<file path="config.mk">
export PLATFORM = sky130hd
export DESIGN_NAME = apmip_port
export DESIGN_NICKNAME = d
export VERILOG_FILES = /design/src/verilog/apmip_pkg.sv /design/src/verilog/apmip_port.sv
export SDC_FILE = /design/constraint.sdc
export NUM_CORES = 1
export LEC_CHECK = 0
export BUFFER_PORTS_ARGS = -buffer_cell sky130_fd_sc_hd__buf_2
export CAP_MARGIN = 0
export CORE_MARGIN = 2
export CORE_UTILIZATION = 62
export DETAILED_ROUTE_END_ITERATION = 10
export PLACE_DENSITY = 0.86
export SLEW_MARGIN = 30
export SYNTH_ARGS = -nofsm -noshare
export SYNTH_HDL_FRONTEND = slang
export SYNTH_SLANG_ARGS = --single-unit
</file>
<file path="constraint.sdc">
create_clock -name sys_clk -period 6.1 [get_ports sys_clk]
set_input_delay 0.305 -clock sys_clk [delete_from_list [all_inputs] [get_ports sys_clk]]
set_output_delay 0.305 -clock sys_clk [all_outputs]
set_load 0.02 [all_outputs]
</file>
<file path="src/verilog/apmip_pkg.sv">
// package: constants, register map and carrier types of the port block
`default_nettype none
package apmip_pkg;
	// register byte offsets on the plain register port
	localparam int ADDR_W = 8;
	localparam int DATA_W = 32;
	localparam logic [7:0] REG_CTRL = 8'h00;
	localparam logic [7:0] REG_FMT = 8'h04;
	localparam logic [7:0] REG_ATTEN = 8'h08;
	localparam logic [7:0] REG_STATUS = 8'h0c;
	localparam logic [7:0] REG_IN_LEFT = 8'h10;
	localparam logic [7:0] REG_IN_RIGHT = 8'h14;
	localparam logic [7:0] REG_IN_PERIOD = 8'h18;
	localparam logic [7:0] REG_OUT_PERIOD = 8'h1c;
	// control register fields
	localparam int CTRL_PWR_BIT = 0;
	localparam int CTRL_MODE_LSB = 1;
	localparam int CTRL_BYPASS_BIT = 4;
	localparam int CTRL_DDS_BIT = 5;
	localparam int FMT_LSB = 0;
	localparam int ATTEN_LSB = 0;
	// status register fields
	localparam int STAT_INIT_DONE = 0;
	localparam int STAT_POWERED = 1;
	localparam int STAT_IN_MASTER = 2;
	localparam int STAT_OUT_MASTER = 3;
	localparam int STAT_RATE_READY = 4;
	localparam int STAT_OUT_LOWER = 5;
	localparam int STAT_DECIM = 6;
	localparam int STAT_FMT_BAD = 7;
	// timing
	localparam int SYS_CLK_HZ = 50_000_000;
	localparam int REF_MAX_HZ = 50_000_000;
	localparam int INIT_DELAY_US = 500;
	localparam int INIT_DELAY_CYC = (SYS_CLK_HZ / 1_000_000) * INIT_DELAY_US;
	localparam int INIT_CNT_W = 24;
	// audio framing
	localparam int SAMPLE_W = 24;
	localparam int RATE_W = 16;
	localparam int RATIO_SHIFT = 4; // 16:1 either way
	localparam logic [4:0] BCK_PER_HALF_LAST = 5'h1f; // 32 bit clocks
	localparam logic [5:0] BIT_IDX_MAX = 6'h3f;
	localparam logic [5:0] I2S_SKIP = 6'h01;
	// indices into the pin synchroniser vector
	localparam int PIN_BCK = 2;
	localparam int PIN_PORT_WORD_CLK = 1;
	localparam int PIN_DATA = 0;
	// port role codes
	typedef enum logic [2:0] {
		MODE_SLAVE_A = 3'b000,
		MODE_OUT_128 = 3'b001,
		MODE_OUT_512 = 3'b010,
		MODE_OUT_256 = 3'b011,
		MODE_SLAVE_B = 3'b100,
		MODE_IN_128 = 3'b101,
		MODE_IN_512 = 3'b110,
		MODE_IN_256 = 3'b111
	} apmip_mode_e;
	// input format codes
	typedef enum logic [2:0] {
		FMT_LJ24 = 3'b000,
		FMT_I2S24 = 3'b001,
		FMT_UNUSED2 = 3'b010,
		FMT_UNUSED3 = 3'b011,
		FMT_RJ16 = 3'b100,
		FMT_RJ18 = 3'b101,
		FMT_RJ20 = 3'b110,
		FMT_RJ24 = 3'b111
	} apmip_fmt_e;
	// power sequencing states
	typedef enum logic [1:0] {
		ST_INIT = 2'b00,
		ST_DOWN = 2'b01,
		ST_RUN = 2'b10
	} apmip_state_e;
	// one stereo sample pair
	typedef struct packed {
		logic [SAMPLE_W-1:0] left;
		logic [SAMPLE_W-1:0] right;
		logic valid;
	} apmip_sample_s;
	// complete state of the block
	typedef struct packed {
		apmip_state_e fsm;
		logic [INIT_CNT_W-1:0] init_cnt;
		logic pwr;
		apmip_mode_e mode;
		logic bypass;
		logic dds;
		apmip_fmt_e fmt;
		logic [7:0] atten;
		logic [2:0] in_s1;
		logic [2:0] in_s2;
		logic out_s1;
		logic out_s2;
		logic bck_prev;
		logic lr_last;
		logic in_lr_prev;
		logic out_lr_prev;
		logic [5:0] bit_idx;
		logic [SAMPLE_W-1:0] sr;
		logic [SAMPLE_W-1:0] acc;
		apmip_sample_s smp;
		logic [2:0] div;
		logic gen_bck;
		logic gen_port_word_clk;
		logic [4:0] gen_bits;
		logic [RATE_W-1:0] in_cnt;
		logic [RATE_W-1:0] in_period;
		logic [RATE_W-1:0] out_cnt;
		logic [RATE_W-1:0] out_period;
		logic [DATA_W-1:0] rdata;
	} apmip_state_s;
	localparam apmip_state_s STATE_RST = '0;
endpackage
`default_nettype wire

</file>
<file path="src/verilog/apmip_port.sv">
// port role control, power sequencing and input serial audio port
`timescale 1ns/100ps
`default_nettype none
module apmip_port #(
	parameter int INIT_DELAY_CYCLES = apmip_pkg::INIT_DELAY_CYC
) (
	input wire logic sys_clk, // reference clock, 50 MHz
	input wire logic rst, // synchronous reset, high
	input wire logic [7:0] reg_addr, // register byte address
	input wire logic [31:0] reg_wdata, // register write data
	input wire logic reg_wr, // write strobe
	input wire logic reg_rd, // read strobe
	output logic [31:0] reg_rdata, // read data, cycle after strobe
	input wire logic in_bit_clk_i, // input bit clock pin level
	output logic in_bit_clk_o, // input bit clock drive
	output logic in_bit_clk_oe, // input bit clock enable
	input wire logic in_word_clk_i, // input word clock pin level
	output logic in_word_clk_o, // input word clock drive
	output logic in_word_clk_oe, // input word clock enable
	input wire logic serial_audio_in, // serial audio data pin
	input wire logic out_word_clk_i, // output word clock pin level
	output logic out_word_clk_o, // output word clock drive
	output logic out_word_clk_oe, // output word clock enable
	output logic out_bit_clk_o, // output bit clock drive
	output logic out_bit_clk_oe, // output bit clock enable
	output var apmip_pkg::apmip_sample_s in_sample, // received pair
	output var apmip_pkg::apmip_sample_s out_sample, // bypass pair
	output logic [7:0] attenuation, // half-dB attenuation steps
	output logic powered_up, // block running
	output logic ctrl_ready, // control writes accepted
	output logic out_rate_lower, // output rate below input rate
	output logic decimation_active // decimation filter selected
);
	// elaboration check on the wait count
	generate
		if (INIT_DELAY_CYCLES < 1 ||
			INIT_DELAY_CYCLES >= (1 << apmip_pkg::INIT_CNT_W)) begin : g_chk
			$error("INIT_DELAY_CYCLES out of range");
		end
	endgenerate

	localparam logic [apmip_pkg::INIT_CNT_W-1:0] INIT_LAST =
		apmip_pkg::INIT_CNT_W'(INIT_DELAY_CYCLES - 1);

	apmip_pkg::apmip_state_s q; // registered state
	apmip_pkg::apmip_state_s n; // next state
	logic run; // datapath active
	logic in_master; // input port drives its clocks
	logic out_master; // output port drives its clocks
	logic bck_rise; // input bit clock rising edge
	logic lr_now; // input word clock at that edge
	logic in_lr_rise; // input word clock rising edge
	logic out_lr_rise; // output word clock rising edge
	logic left_done; // finished word belongs to left channel
	logic fmt_bad; // reserved format programmed
	logic [apmip_pkg::SAMPLE_W-1:0] word; // finished word
	logic [apmip_pkg::RATE_W+3:0] in_scaled; // input period times 16
	logic [apmip_pkg::RATE_W+3:0] out_scaled; // output period times 16
	logic rate_ready; // both rates measured and in range

	// half bit-clock period in reference cycles for a role code
	function automatic logic [2:0] half_cycles(input logic [2:0] m);
		case (m[1:0])
			2'b01: half_cycles = 3'h1; // 128 fs -> bit clock ref/2
			2'b10: half_cycles = 3'h4; // 512 fs -> bit clock ref/8
			2'b11: half_cycles = 3'h2; // 256 fs -> bit clock ref/4
			default: half_cycles = 3'h1;
		endcase
	endfunction

	// role decode: which port is master
	// role code decode
	function automatic logic role_master(input logic [2:0] m,
		input logic inport);
		role_master = (m[1:0] != 2'b00) && (m[2] == inport);
	endfunction

	// right-justified word, left aligned into the sample width
	function automatic logic [apmip_pkg::SAMPLE_W-1:0] rj_word(
		input logic [apmip_pkg::SAMPLE_W-1:0] s, input logic [2:0] f);
		case (f)
			apmip_pkg::FMT_RJ16: rj_word = {s[15:0], 8'h00};
			apmip_pkg::FMT_RJ18: rj_word = {s[17:0], 6'h00};
			apmip_pkg::FMT_RJ20: rj_word = {s[19:0], 4'h0};
			default: rj_word = s;
		endcase
	endfunction

	// decoded roles and events
	always_comb begin
		run = (q.fsm == apmip_pkg::ST_RUN);
		in_master = run && role_master(q.mode, 1'b1);
		out_master = run && role_master(q.mode, 1'b0);
		bck_rise = q.in_s2[apmip_pkg::PIN_BCK] && !q.bck_prev;
		lr_now = q.in_s2[apmip_pkg::PIN_PORT_WORD_CLK];
		in_lr_rise = lr_now && !q.in_lr_prev;
		out_lr_rise = q.out_s2 && !q.out_lr_prev;
		fmt_bad = (q.fmt == apmip_pkg::FMT_UNUSED2) ||
			(q.fmt == apmip_pkg::FMT_UNUSED3);
		// I2S marks left with a low word clock
		left_done = (q.fmt == apmip_pkg::FMT_I2S24) ? !q.lr_last : q.lr_last;
		word = q.fmt[2] ? rj_word(q.sr, q.fmt) : q.acc;
		in_scaled = {q.in_period, 4'h0};
		out_scaled = {q.out_period, 4'h0};
		// both rates present and within 16:1 of each other
		rate_ready = (q.in_period != '0) && (q.out_period != '0) &&
			({4'h0, q.in_period} <= out_scaled) &&
			({4'h0, q.out_period} <= in_scaled);
	end

	// next-state logic
	always_comb begin
		n = q;
		n.rdata = '0;
		n.smp.valid = 1'b0;
		// pins through two flops; a master port feeds its own clocks
		n.in_s1[apmip_pkg::PIN_BCK] = in_master ? q.gen_bck : in_bit_clk_i;
		n.in_s1[apmip_pkg::PIN_PORT_WORD_CLK] = in_master ? q.gen_port_word_clk : in_word_clk_i;
		n.in_s1[apmip_pkg::PIN_DATA] = serial_audio_in;
		n.in_s2 = q.in_s1;
		n.out_s1 = out_master ? q.gen_port_word_clk : out_word_clk_i;
		n.out_s2 = q.out_s1;
		n.bck_prev = q.in_s2[apmip_pkg::PIN_BCK];
		n.in_lr_prev = lr_now;
		n.out_lr_prev = q.out_s2;

		// power sequencing
		case (q.fsm)
			apmip_pkg::ST_INIT: begin
				// internal start-up wait after reset release
				if (q.init_cnt == INIT_LAST) begin
					n.fsm = apmip_pkg::ST_DOWN;
				end else begin
					n.init_cnt = q.init_cnt + 1'b1;
				end
			end
			apmip_pkg::ST_DOWN: begin
				// leave power-down only when enable is set
				if (q.pwr) begin
					n.fsm = apmip_pkg::ST_RUN;
				end
			end
			apmip_pkg::ST_RUN: begin
				if (!q.pwr) begin
					n.fsm = apmip_pkg::ST_DOWN;
				end
			end
			default: begin
				n.fsm = apmip_pkg::ST_INIT;
			end
		endcase

		// register writes, refused during the start-up wait
		// writes ignored until the wait expires
		if (reg_wr && q.fsm != apmip_pkg::ST_INIT) begin
			case (reg_addr)
				apmip_pkg::REG_CTRL: begin
					n.pwr = reg_wdata[apmip_pkg::CTRL_PWR_BIT];
					n.mode = apmip_pkg::apmip_mode_e'(
						reg_wdata[apmip_pkg::CTRL_MODE_LSB +: 3]);
					n.bypass = reg_wdata[apmip_pkg::CTRL_BYPASS_BIT];
					n.dds = reg_wdata[apmip_pkg::CTRL_DDS_BIT];
				end
				apmip_pkg::REG_FMT: begin
					n.fmt = apmip_pkg::apmip_fmt_e'(
						reg_wdata[apmip_pkg::FMT_LSB +: 3]);
				end
				apmip_pkg::REG_ATTEN: begin
					// 256 steps of half a decibel
					n.atten = reg_wdata[apmip_pkg::ATTEN_LSB +: 8];
				end
				default: begin
					n.atten = q.atten;
				end
			endcase
		end

		// register reads, answered in the following cycle
		if (reg_rd) begin
			case (reg_addr)
				apmip_pkg::REG_CTRL: begin
					n.rdata[apmip_pkg::CTRL_PWR_BIT] = q.pwr;
					n.rdata[apmip_pkg::CTRL_MODE_LSB +: 3] = q.mode;
					n.rdata[apmip_pkg::CTRL_BYPASS_BIT] = q.bypass;
					n.rdata[apmip_pkg::CTRL_DDS_BIT] = q.dds;
				end
				apmip_pkg::REG_FMT: begin
					n.rdata[apmip_pkg::FMT_LSB +: 3] = q.fmt;
				end
				apmip_pkg::REG_ATTEN: begin
					n.rdata[apmip_pkg::ATTEN_LSB +: 8] = q.atten;
				end
				apmip_pkg::REG_STATUS: begin
					n.rdata[apmip_pkg::STAT_INIT_DONE] =
						(q.fsm != apmip_pkg::ST_INIT);
					n.rdata[apmip_pkg::STAT_POWERED] = run;
					n.rdata[apmip_pkg::STAT_IN_MASTER] = in_master;
					n.rdata[apmip_pkg::STAT_OUT_MASTER] = out_master;
					n.rdata[apmip_pkg::STAT_RATE_READY] = rate_ready;
					n.rdata[apmip_pkg::STAT_OUT_LOWER] =
						(q.out_period > q.in_period);
					n.rdata[apmip_pkg::STAT_DECIM] =
						(q.out_period > q.in_period) || !q.dds;
					n.rdata[apmip_pkg::STAT_FMT_BAD] = fmt_bad;
				end
				apmip_pkg::REG_IN_LEFT: begin
					n.rdata[apmip_pkg::SAMPLE_W-1:0] = q.smp.left;
				end
				apmip_pkg::REG_IN_RIGHT: begin
					n.rdata[apmip_pkg::SAMPLE_W-1:0] = q.smp.right;
				end
				apmip_pkg::REG_IN_PERIOD: begin
					n.rdata[apmip_pkg::RATE_W-1:0] = q.in_period;
				end
				apmip_pkg::REG_OUT_PERIOD: begin
					n.rdata[apmip_pkg::RATE_W-1:0] = q.out_period;
				end
				default: begin
					n.rdata = '0;
				end
			endcase
		end

		if (!run) begin
			// power-down: clocks, framing and estimator idle
			n.div = '0;
			n.gen_bck = 1'b0;
			n.gen_port_word_clk = 1'b0;
			n.gen_bits = '0;
			n.bit_idx = '0;
			n.in_cnt = '0;
			n.out_cnt = '0;
			n.in_period = '0;
			n.out_period = '0;
		end else begin
			// master clock generator, shared since only one port masters
			// bit clock at ref/(ratio/64) gives 64 fs
			if (in_master || out_master) begin
				if (q.div == half_cycles(q.mode) - 3'h1) begin
					n.div = '0;
					n.gen_bck = !q.gen_bck;
					// count bits on the falling edge
					if (q.gen_bck) begin
						n.gen_bits = q.gen_bits + 5'h01;
						// word clock toggles every 32 bits, 50% duty
						if (q.gen_bits == apmip_pkg::BCK_PER_HALF_LAST) begin
							n.gen_port_word_clk = !q.gen_port_word_clk;
						end
					end
				end else begin
					n.div = q.div + 3'h1;
				end
			end

			// word clock periods in reference cycles
			if (in_lr_rise) begin
				n.in_period = q.in_cnt;
				n.in_cnt = '0;
			end else if (q.in_cnt != '1) begin
				n.in_cnt = q.in_cnt + 1'b1;
			end
			if (out_lr_rise) begin
				n.out_period = q.out_cnt;
				n.out_cnt = '0;
			end else if (q.out_cnt != '1) begin
				n.out_cnt = q.out_cnt + 1'b1;
			end

			// serial capture on each input bit clock rising edge
			// one bit per bit clock, at any rate up to ref/2
			if (bck_rise) begin
				n.sr = {q.sr[apmip_pkg::SAMPLE_W-2:0],
					q.in_s2[apmip_pkg::PIN_DATA]};
				n.lr_last = lr_now;
				if (lr_now != q.lr_last) begin
					// word boundary: store the finished channel
					if (!fmt_bad) begin
						if (left_done) begin
							n.smp.left = word;
						end else begin
							n.smp.right = word;
							n.smp.valid = 1'b1;
						end
					end
					n.bit_idx = '0;
					n.acc = '0;
					// first bit of the new word, left-justified format only
					if (q.fmt == apmip_pkg::FMT_LJ24) begin
						n.acc[apmip_pkg::SAMPLE_W-1] =
							q.in_s2[apmip_pkg::PIN_DATA];
					end
				end else begin
					if (q.bit_idx != apmip_pkg::BIT_IDX_MAX) begin
						n.bit_idx = q.bit_idx + 6'h01;
					end
					// place MSB-first bits, at most 24 per word
					if (q.fmt == apmip_pkg::FMT_LJ24 &&
						q.bit_idx < 6'(apmip_pkg::SAMPLE_W - 1)) begin
						n.acc[5'(apmip_pkg::SAMPLE_W - 2) -
							q.bit_idx[4:0]] = q.in_s2[apmip_pkg::PIN_DATA];
					end
					// I2S skips the first bit after the word clock edge
					if (q.fmt == apmip_pkg::FMT_I2S24 &&
						q.bit_idx < 6'(apmip_pkg::SAMPLE_W) &&
						q.bit_idx + 6'h01 >= apmip_pkg::I2S_SKIP) begin
						n.acc[5'(apmip_pkg::SAMPLE_W - 1) -
							q.bit_idx[4:0]] = q.in_s2[apmip_pkg::PIN_DATA];
					end
				end
			end
		end
	end

	// state register
	// synchronous reset to all-zero state
	always_ff @(posedge sys_clk) begin
		if (rst) begin
			q <= apmip_pkg::STATE_RST;
		end else begin
			q <= n;
		end
	end

	// outputs
	always_comb begin
		reg_rdata = q.rdata;
		// master pins drive, slave pins stay released
		in_bit_clk_o = q.gen_bck;
		in_word_clk_o = q.gen_port_word_clk;
		in_bit_clk_oe = in_master;
		in_word_clk_oe = in_master;
		out_bit_clk_o = q.gen_bck;
		out_word_clk_o = q.gen_port_word_clk;
		out_bit_clk_oe = out_master;
		out_word_clk_oe = out_master;
		in_sample = q.smp;
		// bypass hands input pairs to the output side
		out_sample = q.bypass ? q.smp : '0;
		attenuation = q.atten;
		powered_up = run;
		ctrl_ready = (q.fsm != apmip_pkg::ST_INIT);
		out_rate_lower = (q.out_period > q.in_period);
		// decimation forced when output is slower
		decimation_active = out_rate_lower || !q.dds;
	end
endmodule
`default_nettype wire
</file>
==> results.py <==
metrics = {
    "synth": {
        "syn-mean-instance-area_um2": 8.29,
        "synth.most_common_cell": "dfxtp_1",
        "yosysSeqAreaShare_pct": 37.4,
        "synthesis.instances": 1653,
        "synth.cell_area_um2": 13700,
        "yosys_most_used_dff": "dfxtp_1",
        "post-synth-top-area-cell": "dfxtp_1",
        "synth-seq-cells": 256,
        "synthTopCellsByCount": "dfxtp_1 (256), nand2_1 (186), nor2_1 (171)",
        "ys_types": 67,
        "synth.yosys.warnings": 0,
        "yosys-top-cells-area": "dfxtp_1 (37%), mux2i_1 (5.3%), buf_4 (5.2%)",
        "ys_async_sr_fraction_pct": 0,
        "synth_edf_count": 0,
        "synth_top_area_share_pct": 37.4,
    },
    "critical_path": {
        "cp.buffers_inverters": 2,
        "cp_max_fo": 5,
        "crit_slowest_cell": "or4_1",
        "critical_path.endpoint_type": "output pin",
        "setup.worst_path.start_class": "flip-flop",
        "crit_type": "reg -> out",
        "top_cell_family_by_delay_on_the_critical_path": "simple AND/OR/NAND/NOR gates",
        "crit_arrival_ns": 2.97,
        "critical_path.max_stage_delay_ns": 0.55,
        "critical_path_required_ns": 5.79,
        "timing.critical_path.cells": "inv_1 > ha_1 > nand2_1 > or4_1 > a21oi_1 > a211o_1 > nor3_1 > o21ai_0 > buf_2",
    },
    "floorplanning": {
        "initial_utilization_pct": 63.0,
        "core_um2": 21800,
        "die_width_um": 153,
        "height_of_the_die_um": 153,
        "ioPinCount": 198,
        "die_area_um2": 23300,
        "num_rows": 54,
    },
    "power_and_ir_drop": {
        "sw_share_pct": 21.4,
        "cellInternalPower_uw": 2770,
        "total_leakage_power_uw": 0.00564,
        "worst_ir_drop_vdd_v": 0.000224,
        "part_of_the_total_power_dissipated_in_sequential_elements_pct": 47.7,
        "ratio_of_total_power_to_cell_area_nw_per_um2": 236,
        "net-switching-power_uw": 752,
        "logic_gate_share_of_total_power_pct": 1.9,
        "power_frac_clock_pct": 50.4,
    },
    "clock_network": {
        "htree_levels": 1,
        "clk_transition_reported_paths_ns": 0.06,
        "clock_tree.root_cell": "clkbuf_16",
        "clock_tree_from_tritoncts": "built",
        "cts.sink_count": 256,
        "number_of_cells_upsized_or_downsized_after_cts": 0,
        "clock_buffer_count_from_cts": 27,
        "clock_path_buffers": 3,
        "post-cts-setup-buffer-count": 0,
        "worst_skew_pair.late_latency_ns": 0.54,
    },
    "grt": {
        "grt_util_all_layers_pct": 30.9,
        "grt_overflow": 0,
        "grt_start_max_net_pins": 88,
        "initial_antenna_violation_count": 2,
        "first_pass_grt_wire_length_mm": 59.3,
        "grt_pass1_vias": 11500,
    },
    "drt": {
        "routed_wire_length_per_instance_um": 18.7,
        "detail_route.vias_per_cell": 6.14,
        "drt-pass1-iter-count": 6,
        "vias_post_dr": 12200,
        "routed_wl_mm": 37.1,
        "drt.antenna.violating_nets": 0,
        "detail_route.iter0.violations": 1286,
        "drt_drc_violations_left": 0,
    },
    "sta": {
        "timing.slew.headroom_pct": 32.9,
        "maxSlewViolCount": 0,
        "period_share_pct": 53.6,
        "final.setup.tns_ns": 0,
        "worst_clock_skew_ns": 0.0112,
        "hold_viol_final": 0,
        "shortest_clock_period_the_worst_path_allows_after_layout_ns": 3.27,
        "rsz0062_at_grt": "false",
        "hold-worst-slack_ns": 0.000901,
        "report.final.setup_viol": 0,
        "fmaxAchievable_ghz": 0.306,
        "worst_slew_pin_slew_ns": 1.00,
    },
    "final_layout": {
        "multiInputGateArea_um2": 7290,
        "share_of_final_layout_standard_cells_stronger_than_drive_strength_1_pct": 15.4,
        "fillers": 1732,
        "area.growth.synth_to_final_pct": 8.68,
        "seq_area_um2": 5120,
        "number_of_nets_at_the_end_of_the_flow": 1784,
    },
    "placement": {
        "numPortBuffers": 165,
        "replace_congestion": 0.995,
        "dp_hpwl_mm": 26.5,
    },
    "outcome": {
        "run_status": "finished clean",
    },
    "job": {
        "timing.max_cap.violations": 0,
    },
    "min_path": {
        "holdCritPathClass": "in -> reg",
    },
}
-- state kept, by name, indices dropped and copies added, names as in the netlist --
register,flops
n,6
lr_now,1
attenuation,8
in_scaled,16
reg_rdata,24
in_word_clk_o,1
in_bit_clk_o,1
in_sample,49
out_scaled,16
q,134
-- placed cells by master, fill, tap and decap left out, types with 6 or more instances in the layout --
cell,count
a222oi_1,8
a21oi_1,141
nand4_1,23
and2_1,59
nand3_1,39
inv_1,59
and4_1,8
clkbuf_8,7
xnor2_1,21
a2bb2oi_1,11
buf_4,9
ha_1,54
nand2b_1,9
nor4_1,14
nor2_1,170
a32o_1,7
nor3b_1,6
or3_1,9
nor2b_1,17
o22ai_1,55
mux2_2,19
buf_2,164
xor2_1,26
and3_1,9
nand2_1,186
dfxtp_1,256
a21o_1,9
a211oi_1,13
o21ai_0,28
a22oi_1,32
nor3_1,30
conb_1,8
mux2i_1,72
a31oi_1,10
clkbuf_16,27
-- final cells by class --
| cell class | count | share of cell area (%) |
|---|---|---|
| Clock inverter | 13 | 1.30 |
| Timing Repair Buffer | 175 | 6.22 |
| Antenna cell | 1 | 0.0168 |
| Multi-Input combinational cell | 1163 | 48.9 |
| Tap cell | 280 | 2.35 |
| Clock buffer | 37 | 5.26 |
| Inverter | 59 | 1.49 |
| Sequential cell | 256 | 34.4 |
-- power by group through the flow --
stage | clock [uW] | sequential, uW | combinational [uW]
floorplan | 0 | 1720 | 51.1
global placement | 0 | 1720 | 63.1
detailed placement | 0 | 1720 | 64.6
CTS | 1780 | 1680 | 65.6
global route | 1850 | 1680 | 73.0
finish | 1770 | 1680 | 67.1
-- tightest hold or removal path: stages --
cell and delay, ns:
buf_2 0.07, mux2i_1 0.06, nor2_1 0.07
-- through the flow --
stage / worst slack [ns] / area [um^2] / cells / power (uW) / util [%]
2_1_floorplan: 3.64 / 13700 / 1660 / 1770 / -
3_3_place_gp: 3.38 / 13900 / 1931 / 1780 / 63.7
3_5_place_dp: 3.31 / 13900 / 1932 / 1780 / 63.8
4_1_cts: 2.86 / 14900 / 1983 / 3530 / 68.4
5_1_grt: 2.72 / 14900 / 1984 / 3610 / 68.4
6_report: 2.83 / 14900 / 1984 / 3520 / 68.4
-- cell families after synthesis --
kind of cell	after synthesis	share of synthesized area, %
multiplexers	92	6.99
other	1	0.0274
flip-flops	256	37.4
XOR/XNOR	47	3.00
buffers and inverters	241	9.70
AND/OR/NAND/NOR	611	21.6
adder cells (fa/ha/maj)	54	4.93
AO/OA/AOI/OAI	351	16.3
-- what timing repair did --
action | in CTS | in global routing
hold endpoints to repair | 1 | 0
hold buffers | 1 | 0
setup endpoints to repair | 0 | 0
-- path summary, 6_finish.rpt --
| path | startpoint | endpoint | slack, ns | cells after the start |
|---|---|---|---|---|
| setup / recovery | in_scaled[15] | decimation_active | 2.83 | 9 |
| hold / removal | reg_wdata[6] | attenuation[6] | 0.0009 | 3 |
| setup reg to reg | q[262] | q[156] | 3.24 | 7 |
| hold reg to reg | n[217] | n[212] | 0.44 | 1 |
-- metal layers --
layer | GRT usage [%] | vias to the layer above | wire length, um
met5 | 0 | - | 7
met4 | 13.4 | 2 | 1740
met3 | 6.23 | 126 | 3170
met2 | 51.8 | 552 | 17200
met1 | 38.7 | 5732 | 15000
li1 | - | 5771 | -
Power figures use the tool's default switching activity.
